===== src/design/ecpt_consts.svh =====
`ifndef ECPT_CONSTS_SVH
`define ECPT_CONSTS_SVH
// Register byte offsets
`define ECPT_CTL0_OFS    8'h00
`define ECPT_CTL1_OFS    8'h04
`define ECPT_IOC2_OFS    8'h08
`define ECPT_OPT0_OFS    8'h0c
`define ECPT_CCR0_OFS    8'h10
`define ECPT_CCR1_OFS    8'h14
`define ECPT_CNT_OFS     8'h18
`define ECPT_STAT_OFS    8'h1c
// Field positions
`define ECPT_CE_BIT      0
`define ECPT_EST_BIT     6
`define ECPT_EEE_BIT     5
`define ECPT_OVF_BIT     0
// Mode codes and values
`define ECPT_MODE_INTV   3'h0
`define ECPT_MODE_EVENT  3'h1
`define ECPT_MODE_TRIG   3'h2
`define ECPT_CNT_MAX     16'hffff
`define ECPT_CNT_ZERO    16'h0000
`define ECPT_IOC2_MASK   8'h0f
`define ECPT_CCR_RST     16'h0000
`endif


===== src/design/ecpt_pkg.sv =====
`default_nettype none
package ecpt_pkg;
    typedef enum logic [2:0] {
        ECPT_IDLE = 3'b001,
        ECPT_WAIT = 3'b010,
        ECPT_RUN  = 3'b100
    } ecpt_state_t;
endpackage : ecpt_pkg
`default_nettype wire


===== src/design/ecpt_timer.sv =====
// Overview of operation
// RULE1 - Mode 001 counts valid event-input edges instead of count clocks.
// RULE2 - Event mode: counter clears and match-zero irq after compare-zero plus one edges.
// RULE3 - Software never programs compare zero to zero in event mode.
// RULE4 - Outputs unused in event mode; interval mode plus event clock select instead.
// RULE5 - Compare zero FFFFH: wrap to zero, irq, no overflow flag.
// RULE6 - Event mode compare-zero write reaches buffer at once; may wrap first.
// RULE7 - Software should stop counter before lowering compare zero.
// RULE8 - Match-one irq once per cycle if below compare zero, never if above.
// RULE9 - Mode 010 is triggered pulse, waits for trigger after count enable.
// RULE10 - Software uses internal clock, event clock select zero, in triggered mode.
// RULE11 - Trigger clears counter FFFFH to 0000H and starts PWM on output one.
// RULE12 - Retrigger while running clears counter, inverts output zero, forces output one high. Code drives it high only when buffered compare one is nonzero.
// RULE13 - Trigger is trigger-input valid edge or software trigger bit write.
// RULE14 - Period is compare zero plus one clocks, active width compare one clocks.
// RULE15 - With software trigger, output zero toggles once per PWM period.
// RULE16 - Match-zero irq on count after buffer match with clear; match-one on match.
// RULE17 - Buffers reload only on clear after match, and only after compare one written.
// RULE18 - Software writes compare zero first, compare one last.
// RULE19 - Software waits for match-zero irq before writing compares again.
// RULE20 - Compare one zero gives constant inactive output; irq still fires.
// RULE21 - Compare one equal compare zero plus one gives constant active output.
// RULE22 - Trigger just after match-one clears counter and asserts output one.
// RULE23 - Trigger just before match-one suppresses irq, keeps output one active.
// RULE24 - Edge select: event edge bits 3:2, trigger edge bits 1:0, 7:4 zero.
// RULE25 - Live counter readable at any time through readback register.
//
// Local design decisions: the AHB-Lite interface to the registers and the register addresses.
`include "ecpt_consts.svh"
`default_nettype none
module ecpt_timer (
    // Clock and reset
    input  wire logic        hclk,
    input  wire logic        hresetn,
    // AHB-Lite slave
    input  wire logic        hsel,
    input  wire logic [7:0]  haddr,
    input  wire logic [1:0]  htrans,
    input  wire logic        hwrite,
    input  wire logic [2:0]  hsize,
    input  wire logic        hready,
    input  wire logic [31:0] hwdata,
    output logic      [31:0] hrdata,
    output logic             hreadyout,
    output logic             hresp,
    // External pins
    input  wire logic        event_in,
    input  wire logic        trigger_in,
    output logic             timer_output_zero,
    output logic             timer_output_one,
    output logic             match_zero_irq,
    output logic             match_one_irq
);

    // ----------------------------------------
    // Helpers
    // ----------------------------------------
    function automatic logic edge_hit(input logic [1:0] sel, input logic now,
                                      input logic was);
        // 00 none, 01 rising, 10 falling, 11 both
        edge_hit = (sel[0] & now & ~was) | (sel[1] & ~now & was);
    endfunction : edge_hit

    // ----------------------------------------
    // Bus and register state
    // ----------------------------------------
    logic        wr_pend_q, wr_pend_d;
    logic [7:0]  wr_addr_q, wr_addr_d;
    logic [31:0] hrdata_q, hrdata_d;
    logic        ce_q, ce_d;
    logic [2:0]  mode_q, mode_d;
    logic        eee_q, eee_d;
    logic [7:0]  ioc2_q, ioc2_d;
    logic        ovf_q, ovf_d;
    logic [15:0] ccr0_q, ccr0_d;
    logic [15:0] ccr1_q, ccr1_d;
    logic [15:0] buf0_q, buf0_d;
    logic [15:0] buf1_q, buf1_d;
    logic        reload_q, reload_d;
    logic        swtrig_q, swtrig_d;
    logic [15:0] cnt_q, cnt_d;
    logic        evt_q, evt_d;
    logic        trg_q, trg_d;
    logic        to0_q, to0_d;
    logic        to1_q, to1_d;
    logic        irq0_q, irq0_d;
    logic        irq1_q, irq1_d;
    ecpt_pkg::ecpt_state_t st_q, st_d;

    logic        addr_ok;
    logic        wr_ctl0, wr_ctl1, wr_ioc2, wr_opt0, wr_ccr0, wr_ccr1;
    logic        ev_edge, tr_edge, trig, tick;

    assign addr_ok = hsel & hready & htrans[1];

    // ----------------------------------------
    // Register file
    // ----------------------------------------
    always_comb begin
        wr_pend_d = addr_ok & hwrite;
        wr_addr_d = addr_ok ? haddr : wr_addr_q;
        wr_ctl0   = wr_pend_q && wr_addr_q == `ECPT_CTL0_OFS;
        wr_ctl1   = wr_pend_q && wr_addr_q == `ECPT_CTL1_OFS;
        wr_ioc2   = wr_pend_q && wr_addr_q == `ECPT_IOC2_OFS;
        wr_opt0   = wr_pend_q && wr_addr_q == `ECPT_OPT0_OFS;
        wr_ccr0   = wr_pend_q && wr_addr_q == `ECPT_CCR0_OFS;
        wr_ccr1   = wr_pend_q && wr_addr_q == `ECPT_CCR1_OFS;
        ce_d      = wr_ctl0 ? hwdata[`ECPT_CE_BIT] : ce_q;
        mode_d    = wr_ctl1 ? hwdata[2:0] : mode_q;
        eee_d     = wr_ctl1 ? hwdata[`ECPT_EEE_BIT] : eee_q;
        swtrig_d  = wr_ctl1 & hwdata[`ECPT_EST_BIT];                 // [RULE13]
        ioc2_d    = wr_ioc2 ? (hwdata[7:0] & `ECPT_IOC2_MASK) : ioc2_q; // [RULE24]
        ccr0_d    = wr_ccr0 ? hwdata[15:0] : ccr0_q;
        ccr1_d    = wr_ccr1 ? hwdata[15:0] : ccr1_q;
        hrdata_d  = 32'h0000_0000;
        if (addr_ok && !hwrite) begin
            case (haddr)
                `ECPT_CTL0_OFS: hrdata_d = {31'h0, ce_q};
                `ECPT_CTL1_OFS: hrdata_d = {26'h0, eee_q, 2'h0, mode_q};
                `ECPT_IOC2_OFS: hrdata_d = {24'h0, ioc2_q};
                `ECPT_OPT0_OFS: hrdata_d = {31'h0, ovf_q};
                `ECPT_CCR0_OFS: hrdata_d = {16'h0, ccr0_q};
                `ECPT_CCR1_OFS: hrdata_d = {16'h0, ccr1_q};
                `ECPT_CNT_OFS:  hrdata_d = {16'h0, cnt_q};              // [RULE25]
                `ECPT_STAT_OFS: hrdata_d = {29'h0, st_q};
                default:        hrdata_d = 32'h0000_0000;
            endcase
        end
    end

    // ----------------------------------------
    // Counter and outputs
    // ----------------------------------------
    always_comb begin
        evt_d    = event_in;
        trg_d    = trigger_in;
        ev_edge  = edge_hit(ioc2_q[3:2], event_in, evt_q);
        tr_edge  = edge_hit(ioc2_q[1:0], trigger_in, trg_q);
        trig     = tr_edge | swtrig_q;                                  // [RULE13]
        // Event mode or event clock select counts edges, otherwise every clock
        tick     = (mode_q == `ECPT_MODE_EVENT || eee_q) ? ev_edge : 1'b1; // [RULE1]
        st_d     = st_q;
        cnt_d    = cnt_q;
        buf0_d   = buf0_q;
        buf1_d   = buf1_q;
        reload_d = reload_q | wr_ccr1;                                  // [RULE17]
        ovf_d    = wr_opt0 ? hwdata[`ECPT_OVF_BIT] : ovf_q;
        to0_d    = to0_q;
        to1_d    = to1_q;
        irq0_d   = 1'b0;
        irq1_d   = 1'b0;
        if (!ce_q) begin
            st_d      = ecpt_pkg::ECPT_IDLE;
            cnt_d     = `ECPT_CNT_MAX;
            to0_d     = 1'b0;
            to1_d     = 1'b0;
            buf0_d    = ccr0_q;
            buf1_d    = ccr1_q;
            reload_d  = 1'b0;
        end else begin
            case (st_q)
                ecpt_pkg::ECPT_IDLE: begin
                    buf0_d = ccr0_q;
                    buf1_d = ccr1_q;
                    if (mode_q == `ECPT_MODE_TRIG) begin
                        st_d = ecpt_pkg::ECPT_WAIT;                     // [RULE9]
                    end else if (tick) begin
                        // Start clears FFFFH to zero
                        cnt_d = `ECPT_CNT_ZERO;
                        st_d  = ecpt_pkg::ECPT_RUN;
                        if (mode_q == `ECPT_MODE_INTV) begin
                            to0_d = ~to0_q;
                        end
                    end
                end
                ecpt_pkg::ECPT_WAIT: begin
                    if (trig) begin
                        cnt_d  = `ECPT_CNT_ZERO;                        // [RULE11]
                        st_d   = ecpt_pkg::ECPT_RUN;
                        to0_d  = ~to0_q;                                // [RULE15]
                        to1_d  = ccr1_q != `ECPT_CCR_RST;               // [RULE20]
                        buf0_d = ccr0_q;
                        buf1_d = ccr1_q;
                    end
                end
                ecpt_pkg::ECPT_RUN: begin
                    if (mode_q == `ECPT_MODE_EVENT && wr_ccr0) begin
                        buf0_d = hwdata[15:0];                          // [RULE6]
                    end
                    if (mode_q == `ECPT_MODE_TRIG && trig) begin
                        // Restart wins over any match in this cycle
                        cnt_d     = `ECPT_CNT_ZERO;                     // [RULE12] [RULE22]
                        to0_d     = ~to0_q;                             // [RULE12] [RULE15]
                        to1_d     = buf1_q != `ECPT_CCR_RST;            // [RULE23] [RULE20]
                    end else if (tick) begin
                        if (cnt_q == buf0_q) begin
                            // Clear on the count after the match, so period is compare plus one
                            cnt_d  = `ECPT_CNT_ZERO;                    // [RULE2] [RULE5]
                            irq0_d = 1'b1;                              // [RULE16]
                            if (mode_q == `ECPT_MODE_INTV) begin
                                to0_d = ~to0_q;
                            end
                            if (mode_q == `ECPT_MODE_TRIG) begin
                                to0_d = ~to0_q;                         // [RULE15]
                                to1_d = 1'b1;
                                if (reload_q) begin
                                    buf0_d   = ccr0_q;                  // [RULE17]
                                    buf1_d   = ccr1_q;
                                    reload_d = wr_ccr1;
                                end
                            end
                        end else begin
                            // Wrap past FFFFH is a genuine overflow
                            cnt_d = cnt_q + 16'h0001;                   // [RULE6]
                            if (cnt_q == `ECPT_CNT_MAX) begin
                                ovf_d = 1'b1;
                            end
                        end
                        if (mode_q == `ECPT_MODE_TRIG) begin
                            // Fires as the count reaches it, with the output edge
                            if (cnt_d == buf1_d) begin
                                irq1_d = 1'b1;                          // [RULE16] [RULE20]
                                to1_d  = 1'b0;                          // [RULE14] [RULE21]
                            end
                        end else if (cnt_q == buf1_q) begin
                            irq1_d = 1'b1;                              // [RULE8]
                        end
                    end
                end
                default: st_d = ecpt_pkg::ECPT_IDLE;
            endcase
        end
        // Outputs unavailable in event mode
        if (mode_q == `ECPT_MODE_EVENT) begin
            to0_d = 1'b0;                                               // [RULE4]
            to1_d = 1'b0;
        end
    end

    // ----------------------------------------
    // Registers
    // ----------------------------------------
    always_ff @(posedge hclk or negedge hresetn) begin
        if (!hresetn) begin
            wr_pend_q <= 1'b0;
            wr_addr_q <= 8'h00;
            hrdata_q  <= 32'h0000_0000;
            ce_q      <= 1'b0;
            mode_q    <= 3'h0;
            eee_q     <= 1'b0;
            ioc2_q    <= 8'h00;
            ovf_q     <= 1'b0;
            ccr0_q    <= `ECPT_CCR_RST;
            ccr1_q    <= `ECPT_CCR_RST;
            buf0_q    <= `ECPT_CCR_RST;
            buf1_q    <= `ECPT_CCR_RST;
            reload_q  <= 1'b0;
            swtrig_q  <= 1'b0;
            cnt_q     <= `ECPT_CNT_MAX;
            evt_q     <= 1'b0;
            trg_q     <= 1'b0;
            to0_q     <= 1'b0;
            to1_q     <= 1'b0;
            irq0_q    <= 1'b0;
            irq1_q    <= 1'b0;
            st_q      <= ecpt_pkg::ECPT_IDLE;
        end else begin
            wr_pend_q <= wr_pend_d;
            wr_addr_q <= wr_addr_d;
            hrdata_q  <= hrdata_d;
            ce_q      <= ce_d;
            mode_q    <= mode_d;
            eee_q     <= eee_d;
            ioc2_q    <= ioc2_d;
            ovf_q     <= ovf_d;
            ccr0_q    <= ccr0_d;
            ccr1_q    <= ccr1_d;
            buf0_q    <= buf0_d;
            buf1_q    <= buf1_d;
            reload_q  <= reload_d;
            swtrig_q  <= swtrig_d;
            cnt_q     <= cnt_d;
            evt_q     <= evt_d;
            trg_q     <= trg_d;
            to0_q     <= to0_d;
            to1_q     <= to1_d;
            irq0_q    <= irq0_d;
            irq1_q    <= irq1_d;
            st_q      <= st_d;
        end
    end

    assign hrdata            = hrdata_q;
    assign hreadyout         = 1'b1;
    assign hresp             = 1'b0;
    assign timer_output_zero = to0_q;
    assign timer_output_one  = to1_q;
    assign match_zero_irq    = irq0_q;
    assign match_one_irq     = irq1_q;

endmodule : ecpt_timer
`default_nettype wire


===== config.mk =====
export PLATFORM = sky130hd
export DESIGN_NAME = ecpt_timer
export DESIGN_NICKNAME = d
export VERILOG_FILES = /design/src/design/ecpt_pkg.sv /design/src/design/ecpt_timer.sv
export VERILOG_INCLUDE_DIRS = /design/src /design/src/design
export SDC_FILE = /design/constraint.sdc
export NUM_CORES = 1
export LEC_CHECK = 0
export BUFFER_PORTS_ARGS = -buffer_cell sky130_fd_sc_hd__buf_2
export CAP_MARGIN = 20
export CELL_PAD_IN_SITES_DETAIL_PLACEMENT = 0
export CELL_PAD_IN_SITES_GLOBAL_PLACEMENT = 1
export CORE_AREA = 2 2 137 139
export CTS_BUF_LIST = sky130_fd_sc_hd__clkbuf_4 sky130_fd_sc_hd__clkbuf_8
export DETAILED_ROUTE_END_ITERATION = 6
export DIE_AREA = 0 0 139 141
export PLACE_DENSITY_LB_ADDON = 0.1
export SLEW_MARGIN = 15
export SYNTH_ARGS = -nofsm -noshare
export SYNTH_HDL_FRONTEND = slang
export SYNTH_SLANG_ARGS = --single-unit

===== constraint.sdc =====
create_clock -name hclk -period 5.7 [get_ports hclk]
set_input_delay 0.57 -clock hclk [delete_from_list [all_inputs] [get_ports hclk]]
set_output_delay 0.57 -clock hclk [all_outputs]
set_load 0.01 [all_outputs]

==> key figures <==
Status
  – Status: complete, no violations

Logic synthesis
  – Synth area leaders: dfrtp_1 38%, mux2_2 7.1%, dfstp_2 6.2%
  – #FFs+latches synth: 126
  – Cell taking the most area after synthesis: dfrtp_1
  – Synth top area share: 38.1%
  – Ys async rst share: 100%
  – Post-Syn Instances: 735
  – Register area share after synthesis: 44.4%
  – Synth unique cells: 74
  – Mapped Area: 7150 sq um
  – YS warnings: 0
  – Top_reg_cell synth: dfrtp_1
  – Syn Area/Cell: 9.73 sq um
  – Post-synth EDFFs: 0

Global routing
  – Tot GR Track Use: 20.8%
  – Vias in the first global route: 5553
  – Initial antenna violation count: 0
  – First-pass GRT wire length: 31.5 mm
  – Congestion Overflow GR: 0
  – Pin count of the biggest net entering global routing: 66

Routing
  – DRT antenna net count: 0
  – Initial DRT Pass Iterations: 5
  – Final wirelength: 19.8 mm
  – Vias per cell: 5.55
  – Via count: 5562
  – WL/cell: 19.7 um
  – First DRT Iteration DRCs: 336
  – DR DRC count: 0

Pwr
  – Int Pwr: 1.62 mW
  – P_leak: 3.30 nW
  – PwrDens: 310 nW/um^2
  – Clock power frac: 35.0%
  – Peak supply drop: 0.000165 V
  – Switch share: 33.1%
  – Sequential Power Share: 43.0%
  – NetSw: 0.801 mW
  – Combinational Power Share: 22.0%

Layout
  – Diode count: 0
  – Area delta synth->final: 8.96%
  – Layout cell share with drive strength beyond 1: 22.9%
  – Nets: 809
  – Fillers: 1841

Floorplanning
  – # IOs: 90
  – Core area: 18300 sq um
  – Die height: 141 um
  – Die Area: 19600 sq um
  – Rows: 50
  – Die Wd: 139 um
  – Starting density of the core: 39.2%

Worst setup path
  – Critical path launch point type: register
  – WS Path Type: register to register
  – Required @ worst endpoint: 6.00 ns
  – WP data arrival: 3.55 ns
  – Worst r2r path cells: 7
  – Critical path fanouts, max: 19
  – Crit end category: register

Timing
  – F_max: 308 MHz
  – Max Slew Vio Count: 0
  – RSZ-0062 raised after global routing: false
  – Setup TNS: 0 ns
  – Slew HR: 47.2%
  – Final min period: 3.25 ns
  – Final-report setup violation count: 0
  – Tcrit/Tclk final: 57.0%
  – Clock Skew: 0.0154 ns
  – Fin. Hold Viols: 0
  – WHS: 0.0864 ns
  – Worst-margin pin slew: 0.791 ns

Place
  – PortBufs: 51
  – DP Wirelength: 14.1 mm
  – Final GP Congestion: 0.865

Clock tree
  – Worst-Skew Late Latency: 0.46 ns
  – Num CTS Buffers: 17
  – Clock Path Buffers: 2
  – Clk sinks: 126
  – Clock Root Buffer: clkbuf_8
  – Cts hold-fix bufs: 0
  – Clock Pin Slew Worst Setup and Hold Paths: 0.08 ns
  – H-tree depth: 4
  – Post_cts resized: 0
  – Post-CTS Setup Bufs: 0
  – CTS tree: built

Run
  – Max Cap Viol: 0

Min path
  – Worst Hold Class: input port to async pin
layer usage:
metal	GRT usage (%)	vias to the layer above	share of wire, %
li1	-	2626	-
met5	0	-	0
met1	29.1	2794	48
met3	4.45	20	3.8
met2	33.2	122	47
met4	4.84	0	1.3
registers in the layout, summed over array words and instances (netlist names), 3 cells and up:
signal / count
wr_addr_q: 8
cnt_q: 16
ioc2_q: 4
buf1_q: 16
ccr0_q: 16
st_q: 3
mode_q: 3
buf0_q: 16
ccr1_q: 16
hrdata: 16
cell usage after synthesis (all sizes together) (7+ instances only):
cell type	instances
buf	47
nor2	70
dfrtp	109
nand3	24
o21ai	30
nor3	13
mux2i	18
nor3b	7
nand4	15
dfstp	17
mux2	49
nand2	83
a21oi	46
nor2b	8
o311ai	9
inv	14
xnor2	37
o22ai	19
clkbuf	24
nor4	14
critical path, cell delays in order, from the launching register on:
cell and delay (ns):
dfrtp_1 0.47, nor3b_2 0.56, o221a_2 0.42, nor2_1 0.10
a31oi_4 0.62, nand3_2 0.49, o22ai_1 0.32, a21oi_1 0.10
power groups by stage:
| stage | sequential (mW) | clock, mW | combinational, mW |
|---|---|---|---|
| floorplan | 1.00 | 0 | 0.467 |
| global placement | 1.05 | 0 | 0.531 |
| detailed placement | 1.06 | 0 | 0.532 |
| CTS | 1.04 | 0.863 | 0.536 |
| global route | 1.05 | 0.914 | 0.591 |
| finish | 1.04 | 0.845 | 0.533 |
cell families (layout without fill, tap and decap cells):
family / after synthesis / count (layout) / synth area share, %
multiplexers: 69 / 69 / 10.9
adder cells (fa/ha/maj): 1 / 1 / 0.175
buffers and inverters: 85 / 103 / 6.82
AO/OA/AOI/OAI: 142 / 142 / 12.7
other: 2 / 18 / 0.105
flip-flops: 126 / 126 / 44.4
XOR/XNOR: 43 / 43 / 5.27
AND/OR/NAND/NOR: 267 / 267 / 19.7
worst paths after layout:
path,start,to,slack [ns]
min in group hclk,event_in,evt_q$_DFF_PN0_,0.24
min reg2reg,ccr0_q[9]$_DFFE_PN0P_,ccr0_q[9]$_DFFE_PN0P_,0.51
max reg2reg,mode_q[0]$_DFFE_PN0P_,buf0_q[1]$_DFFE_PN0P_,2.45
max in group asynchronous,hresetn,buf1_q[7]$_DFFE_PN0P_,4.37
max,mode_q[0]$_DFFE_PN0P_,buf0_q[1]$_DFFE_PN0P_,2.45
min,hresetn,timer_output_zero$_DFFE_PN0P_,0.09
area by class of cell:
cell class / count / area (sq um) / area share [%]
Multi-Input combinational cell: 540 / 3550 / 45.6
Sequential cell: 126 / 3170 / 40.7
Timing Repair Buffer: 57 / 307 / 3.93
Tap cell: 234 / 293 / 3.76
Clock buffer: 17 / 234 / 3.00
Clock inverter: 15 / 183 / 2.34
Inverter: 14 / 52.6 / 0.674
cells in the final DEF, fill, tap and decap left out, types with 4 or more instances in the layout:
master / instances
mux2i_1: 18
a31oi_1: 4
nand3_2: 4
nand4_1: 14
mux2_1: 4
mux2_2: 45
nand2b_1: 4
o311ai_1: 6
xor2_1: 6
a21oi_1: 45
conb_1: 18
xnor2_1: 37
o21ai_0: 30
nor2b_1: 8
o211ai_1: 6
nor2_1: 69
o22ai_1: 19
buf_2: 50
or3_1: 4
inv_6: 5
o31ai_1: 5
buf_4: 6
nor3_1: 9
inv_1: 13
dfrtp_1: 109
or4_1: 4
clkbuf_8: 17
nand3_1: 20
nor4_1: 11
nand2_1: 83
and3_1: 4
dfstp_2: 17
nor3b_1: 5
per-stage QoR:
step / setup WS (ns) / power [mW] / instances / area, sq um / utilization (%)
2_1_floorplan: 3.18 / 1.47 / 751 / 7210 / -
3_3_place_gp: 2.46 / 1.59 / 971 / 7380 / 40.4
3_5_place_dp: 2.42 / 1.59 / 971 / 7380 / 40.4
4_1_cts: 2.40 / 2.44 / 1003 / 7790 / 42.7
5_1_grt: 2.19 / 2.55 / 1003 / 7790 / 42.7
6_report: 2.45 / 2.42 / 1003 / 7790 / 42.7
(Power assumes the default switching activity.)
